==> src/dis_pkg.sv <==
/*
 * Shared constants and types for the display intensity shifter.
 * Assumes a single 50 MHz system clock; all times are in nanoseconds.
 */
package dis_pkg;

    // ------------------------------------------------------------
    // Word and timer widths
    // ------------------------------------------------------------
    localparam int WORD_W = 12;
    localparam int TW     = 12;

    // ------------------------------------------------------------
    // Timing, as printed and as cycle counts
    // ------------------------------------------------------------
    localparam int CLK_PERIOD_NS      = 20;
    localparam int T_SETUP_SHORT_NS   = 4800;
    localparam int T_SETUP_LONG_NS    = 6400;
    localparam int T_SETTLE_NS        = 25000;
    localparam int T_DARK_NS          = 1000;
    localparam int T_LIT_NS           = 3000;
    localparam int T_PULSE_NS         = 500;

    localparam logic [TW-1:0] SETUP_SHORT_CYC =
        TW'((T_SETUP_SHORT_NS + CLK_PERIOD_NS - 1) / CLK_PERIOD_NS);
    localparam logic [TW-1:0] SETUP_LONG_CYC  =
        TW'((T_SETUP_LONG_NS + CLK_PERIOD_NS - 1) / CLK_PERIOD_NS);
    localparam logic [TW-1:0] SETTLE_CYC      =
        TW'((T_SETTLE_NS + CLK_PERIOD_NS - 1) / CLK_PERIOD_NS);
    localparam logic [TW-1:0] DARK_CYC        =
        TW'((T_DARK_NS + CLK_PERIOD_NS - 1) / CLK_PERIOD_NS);
    localparam logic [TW-1:0] LIT_CYC         =
        TW'((T_LIT_NS + CLK_PERIOD_NS - 1) / CLK_PERIOD_NS);
    localparam logic [TW-1:0] PULSE_CYC       =
        TW'((T_PULSE_NS + CLK_PERIOD_NS - 1) / CLK_PERIOD_NS);

    // ------------------------------------------------------------
    // Operand values and channel select bits
    // ------------------------------------------------------------
    localparam logic [0:WORD_W-1] WORD_ZERO   = 12'h000;
    localparam logic [0:WORD_W-1] SINGLE_POINT = 12'h001;
    localparam int                TEST_BIT    = 11;
    localparam int                CH_FIRST    = 0;
    localparam int                CH_SECOND   = 1;

    // ------------------------------------------------------------
    // Sequencer states
    // ------------------------------------------------------------
    typedef enum logic [2:0] {
        DIS_IDLE   = 3'b000,
        DIS_SETUP  = 3'b001,
        DIS_ARM    = 3'b010,
        DIS_SETTLE = 3'b011,
        DIS_DWELL  = 3'b100
    } dis_state_t;

endpackage : dis_pkg

==> src/dis_timer.sv <==
/*
 * Down-counting interval timer.
 * A start loads a length of N cycles; running is high for the next N cycles
 * and tick marks the last of them. A start during a run restarts it.
 */
`timescale 1ns/10ps
module dis_timer #(
    parameter int W = 12
) (
    // Clock and reset
    input  wire logic         clk_sys,
    input  wire logic         rst_n,
    // Control
    input  wire logic         start,
    input  wire logic [W-1:0] len,
    // Status
    output logic              running,
    output logic              tick
);

    logic [W-1:0] cnt_q;
    logic [W-1:0] cnt_d;
    logic         run_q;
    logic         run_d;

    always_comb begin
        cnt_d = cnt_q;
        run_d = run_q;
        if (start) begin
            cnt_d = len - 1'b1;
            run_d = 1'b1;
        end else if (run_q) begin
            if (cnt_q == '0) begin
                run_d = 1'b0;
            end else begin
                cnt_d = cnt_q - 1'b1;
            end
        end
    end

    always_ff @(posedge clk_sys) begin
        if (!rst_n) begin
            cnt_q <= '0;
            run_q <= 1'b0;
        end else begin
            cnt_q <= cnt_d;
            run_q <= run_d;
        end
    end

    assign running = run_q;
    assign tick    = run_q && (cnt_q == '0);

endmodule : dis_timer

==> src/dis_shifter.sv <==
/*
 * Intensification shifter of a point-plot display controller.
 * Assumes the instruction strobes, operand and selects are synchronous to
 * clk_sys and that coordinate registers live outside and follow coord_adv.
 */
`timescale 1ns/10ps

module dis_shifter (
    // Clock and reset
    input  wire logic                        clk_sys,
    input  wire logic                        rst_n,
    // Instruction side
    input  wire logic                        character_display_instr,
    input  wire logic                        point_display_instr,
    input  wire logic [0:dis_pkg::WORD_W-1]  pattern,
    input  wire logic                        setup_long,
    input  wire logic [1:0]                  chan_sel,
    // Display control and timing
    input  wire logic                        start_pulse,
    // Status
    output logic                             busy,
    output logic                             armed,
    output logic                             done,
    // Display side
    output logic                             coord_adv,
    output logic                             intens_first,
    output logic                             intens_second
);

    // ------------------------------------------------------------
    // State
    // ------------------------------------------------------------
    dis_pkg::dis_state_t          st_q;
    dis_pkg::dis_state_t          st_d;
    logic [0:dis_pkg::WORD_W-1]   shift_q;
    logic [0:dis_pkg::WORD_W-1]   shift_d;
    logic [0:dis_pkg::WORD_W-1]   cur;
    logic [1:0]                   chan_q;
    logic [1:0]                   chan_d;
    logic                         slong_q;
    logic                         slong_d;
    logic                         done_q;
    logic                         done_d;
    logic                         adv_q;
    logic                         adv_d;
    logic                         ph_start;
    logic [dis_pkg::TW-1:0]       ph_len;
    logic                         ph_tick;
    logic                         pulse_start;
    logic                         pulse_run;
    logic                         accept;

    assign accept = (st_q == dis_pkg::DIS_IDLE)
                    && (character_display_instr || point_display_instr);

    // The word a step looks at: in dwell it is the word after the shift.
    assign cur = (st_q == dis_pkg::DIS_DWELL) ? {1'b0, shift_q[0:10]} : shift_q;

    // ------------------------------------------------------------
    // Sequencer
    // ------------------------------------------------------------
    always_comb begin
        st_d        = st_q;
        shift_d     = shift_q;
        chan_d      = chan_q;
        slong_d     = slong_q;
        done_d      = 1'b0;
        adv_d       = 1'b0;
        ph_start    = 1'b0;
        ph_len      = dis_pkg::SETUP_SHORT_CYC;
        pulse_start = 1'b0;
        case (st_q)
            dis_pkg::DIS_IDLE: begin
                if (accept) begin
                    // Character pattern wins if both strobes coincide.
                    if (character_display_instr) begin
                        shift_d = pattern;
                    end else begin
                        shift_d = dis_pkg::SINGLE_POINT;
                    end
                    chan_d   = chan_sel;
                    slong_d  = setup_long;
                    ph_start = 1'b1;
                    ph_len   = setup_long ? dis_pkg::SETUP_LONG_CYC
                                          : dis_pkg::SETUP_SHORT_CYC;
                    st_d     = dis_pkg::DIS_SETUP;
                end
            end
            dis_pkg::DIS_SETUP: begin
                if (ph_tick) begin
                    st_d = dis_pkg::DIS_ARM;
                end
            end
            dis_pkg::DIS_ARM: begin
                // A start pulse seen before setup ends is not remembered.
                if (start_pulse) begin
                    ph_start = 1'b1;
                    ph_len   = dis_pkg::SETTLE_CYC;
                    st_d     = dis_pkg::DIS_SETTLE;
                end
            end
            dis_pkg::DIS_SETTLE, dis_pkg::DIS_DWELL: begin
                if (ph_tick) begin
                    shift_d = cur;
                    if (cur == dis_pkg::WORD_ZERO) begin
                        st_d   = dis_pkg::DIS_IDLE;
                        done_d = 1'b1;
                    end else begin
                        st_d        = dis_pkg::DIS_DWELL;
                        ph_start    = 1'b1;
                        ph_len      = cur[dis_pkg::TEST_BIT] ? dis_pkg::LIT_CYC
                                                            : dis_pkg::DARK_CYC;
                        pulse_start = cur[dis_pkg::TEST_BIT];
                        // Coordinates only move when another point follows.
                        adv_d       = (st_q == dis_pkg::DIS_DWELL);
                    end
                end
            end
            default: begin
                st_d = dis_pkg::DIS_IDLE;
            end
        endcase
    end

    always_ff @(posedge clk_sys) begin
        if (!rst_n) begin
            st_q    <= dis_pkg::DIS_IDLE;
            shift_q <= dis_pkg::WORD_ZERO;
            chan_q  <= 2'h0;
            slong_q <= 1'b0;
            done_q  <= 1'b0;
            adv_q   <= 1'b0;
        end else begin
            st_q    <= st_d;
            shift_q <= shift_d;
            chan_q  <= chan_d;
            slong_q <= slong_d;
            done_q  <= done_d;
            adv_q   <= adv_d;
        end
    end

    // ------------------------------------------------------------
    // Timers
    // ------------------------------------------------------------
    dis_timer #(.W(dis_pkg::TW)) u_phase (
        .clk_sys (clk_sys),
        .rst_n   (rst_n),
        .start   (ph_start),
        .len     (ph_len),
        .running (),
        .tick    (ph_tick)
    );

    dis_timer #(.W(dis_pkg::TW)) u_pulse (
        .clk_sys (clk_sys),
        .rst_n   (rst_n),
        .start   (pulse_start),
        .len     (dis_pkg::PULSE_CYC),
        .running (pulse_run),
        .tick    ()
    );

    // ------------------------------------------------------------
    // Outputs
    // ------------------------------------------------------------
    assign busy          = (st_q != dis_pkg::DIS_IDLE);
    assign armed         = (st_q == dis_pkg::DIS_ARM);
    assign done          = done_q;
    assign coord_adv     = adv_q;
    assign intens_first  = pulse_run && chan_q[dis_pkg::CH_FIRST];
    assign intens_second = pulse_run && chan_q[dis_pkg::CH_SECOND];

    // ------------------------------------------------------------
    // Checks
    // ------------------------------------------------------------
    localparam int PULSE_N = int'(dis_pkg::PULSE_CYC);

    logic [dis_pkg::TW-1:0] ph_cnt_q;
    logic [dis_pkg::TW-1:0] hi_cnt_q;
    logic [dis_pkg::TW-1:0] ph_exp_q;
    logic                   lit_pt_q;
    logic [1:0]             sel_acc_q;
    logic                   chr_op_q;

    always_ff @(posedge clk_sys) begin
        if (!rst_n) begin
            ph_cnt_q <= '0;
            hi_cnt_q <= '0;
            ph_exp_q <= '0;
        end else begin
            // The first cycle of a phase counts as one, so a phase of N cycles ends at N.
            ph_cnt_q <= ph_start ? {{(dis_pkg::TW-1){1'b0}}, 1'b1} : ph_cnt_q + 1'b1;
            hi_cnt_q <= pulse_run ? hi_cnt_q + 1'b1 : '0;
            ph_exp_q <= ph_start ? ph_len : ph_exp_q;
        end
    end

    always_ff @(posedge clk_sys) begin
        if (!rst_n) begin
            lit_pt_q  <= 1'b0;
            sel_acc_q <= 2'h0;
            chr_op_q  <= 1'b0;
        end else begin
            if (ph_start) begin
                lit_pt_q <= pulse_start;
            end
            if (accept) begin
                sel_acc_q <= chan_sel;
                chr_op_q  <= character_display_instr;
            end
        end
    end
endmodule : dis_shifter

==> config.mk <==
export PLATFORM = sky130hd
export DESIGN_NAME = dis_shifter
export DESIGN_NICKNAME = d
export VERILOG_FILES = /design/src/dis_pkg.sv /design/src/dis_timer.sv /design/src/dis_shifter.sv
export SDC_FILE = /design/constraint.sdc
export NUM_CORES = 1
export LEC_CHECK = 0
export BUFFER_PORTS_ARGS = -buffer_cell sky130_fd_sc_hd__buf_2
export CAP_MARGIN = 20
export CORE_MARGIN = 4
export CORE_UTILIZATION = 50
export DETAILED_ROUTE_END_ITERATION = 10
export PLACE_DENSITY = 0.74
export SYNTH_ARGS = -nofsm -noshare
export SYNTH_HDL_FRONTEND = slang
export SYNTH_HIERARCHICAL = 1
export SYNTH_SLANG_ARGS = --single-unit
==> constraint.sdc <==
create_clock -name clk_sys -period 5.3 [get_ports clk_sys]
set_input_delay 0.53 -clock clk_sys [delete_from_list [all_inputs] [get_ports clk_sys]]
set_output_delay 0.53 -clock clk_sys [all_outputs]
set_load 0.01 [all_outputs]
==> flow_metrics.env <==
export IMPL_io_pins=26
export IMPL_cts_setup_buffers=0
export IMPL_drv_cap=0
export IMPL_viasPerCell=5.68
export IMPL_h_tree_depth=2
export IMPL_finalSetupViolCount=0
export IMPL_cts_tree="done"
export IMPL_detailed_place_hpwl_um=5250
export IMPL_critPathRequiredTime_ps=5490
export IMPL_critPathLaunchType="flip-flop"
export IMPL_grt_max_degree=32
export IMPL_grt_usage_pct=20.7
export IMPL_cp_slowest_cell="nand2_1"
export IMPL_syn_cell_area_mm2=0.00305
export IMPL_criticalPathCategory="reg2reg"
export IMPL_syn_instance_count=373
export IMPL_drc=0
export IMPL_root_buffer="clkbuf_8"
export IMPL_die_x_um=86.1
export IMPL_dieArea_mm2=0.00741
export IMPL_clk_pin_slew_ps=90
export IMPL_detail_route_antenna_nets=0
export IMPL_cts_hold_buffers=0
export IMPL_powerDensity_mw_per_mm2=257
export IMPL_crit_chain="nor3_1 -> nand4_1 -> nor2_1 -> inv_1 -> a21oi_4 -> nand2_1 -> nand2_1 -> mux2i_1 -> ha_1 -> inv_1 -> a211o_1 -> nor3b_1 -> nor4_1 -> a311o_1"
export IMPL_cpPeakStageDelay_ps=710
export IMPL_min_period_ps=4110
export IMPL_hold_class="reg2reg"
export IMPL_grt_setup_unrepaired="no"
export IMPL_placed_area_mm2=0.00333
export IMPL_placed_cells=497
export IMPL_dr_pass1_iters=5
export IMPL_grt_ovfl_total=0
export IMPL_grt_antenna_before_repair=0
export IMPL_p_leak_nw=1.48
export IMPL_regArea_um2=901
export IMPL_multi_input_area_mm2=0.00215
export IMPL_slew_violations=0
export IMPL_first_global_vias=2727
export IMPL_most_common_layout_cells="dfxtp_1, conb_1, nor2_1"
export IMPL_grt_pass1_wl_um=12700
export IMPL_hold_violations=0
export IMPL_layoutNonFillerInstCount=505
export IMPL_initial_utilization_pct=51.5
export IMPL_dp_slack_ps=1220
export IMPL_tns_ps=0
export IMPL_clkLatencyLatePin_ps=300
export IMPL_avgSynthCellArea_um2=8.17
export IMPL_drt_iter0_drc=178
export IMPL_cp_end_kind="flip-flop"
export IMPL_via_count=2868
export IMPL_io_buffers=25
export IMPL_row_count=28
export IMPL_fin_crit_sh_pct=77.5
export IMPL_wl_per_cell_um=14.2
export IMPL_drt_total_wl_um=7190
export IMPL_skew_ps=9.59
export IMPL_areaGrowthSynthToFinish_pct=13.6
export IMPL_cts_resized=0
export IMPL_core_area_mm2=0.00592
export IMPL_num_antenna_cells=0
export IMPL_cts_buffers=5
export IMPL_yosysWarnings=6
export IMPL_worstMarginPinSlew_ps=913
export IMPL_r2r_setup_slack_ps=1190
export IMPL_ir_drop_uv=179
export IMPL_final_common_cell="dfxtp_1"
export IMPL_setup_ws_ps=1190
export IMPL_gp_congestion=0.946
export IMPL_die_y_um=86.1
export IMPL_arrival_ps=4300
export IMPL_drive_gt1_share_pct=14.0
export IMPL_final_nets=451
export IMPL_clkSinkCount=45
export IMPL_crit_fanout=28
export IMPL_max_clock_path_buffers=2
export IMPL_nFillCells=568
export IMPL_fin_area_mm2=0.00346
export IMPL_status="completed"
export IMPL_fmax_mhz=243
export IMPL_maxSlewHeadroom_pct=39.0
state kept, by name, indices dropped and copies added, names as in the netlist:
register and cells:
shift_q 12, u_phase/cnt_q 12, u_pulse/cnt_q 12, st_q 3
chan_q 2, coord_adv 1, done 1, u_phase/running 1
u_pulse/running 1
routing by layer:
metal | routed length [µm] | global-route usage [%]
met1 | 3240 | 28.1
met2 | 3440 | 33.4
met3 | 347 | 3.27
met4 | 168 | 7.19
met5 | 0 | 0
final timing paths:
check / startpoint / end / cells past startpoint
max: u_phase/cnt_q[7] / u_phase/cnt_q[10] / 14
min: u_pulse/cnt_q[11] / u_pulse/cnt_q[11] / 2
max reg2reg: u_phase/cnt_q[7] / u_phase/cnt_q[10] / 14
min reg2reg: u_pulse/cnt_q[11] / u_pulse/cnt_q[11] / 2
layout make-up:
cell class                      count  share of cell area (%)
Clock buffer                        5                    1.99
Clock inverter                      3                    1.88
Inverter                           11                    1.19
Multi-Input combinational cell    339                    62.1
Sequential cell                    45                    26.0
Tap cell                           75                    2.71
Timing Repair Buffer               27                    4.05
critical path, delay by kind of cell, from the launching register on:
kind,cells,cell delay (ps)
AND/OR/NAND/NOR,7,1960
AO/OA/AOI/OAI,3,850
flip-flops,1,330
multiplexers,1,330
buffers and inverters,2,260
adder cells (fa/ha/maj),1,260
stage by stage:
step                      power [mW]  util (%)  hold slack [ps]
after CTS                      0.893      58.4              466
after detailed placement       0.583      56.2              453
after floorplan                0.544         -              437
after global placement         0.580      56.2              453
after global routing           0.937      58.4              516
final                          0.889      58.4              466
report_power, final:
part	internal [mW]	switching (mW)
Sequential	0.363	0.0273
Clock	0.187	0.123
Combinational	0.0831	0.105
Total	0.633	0.256
Note: power is estimated with default switching activity, not from simulation.
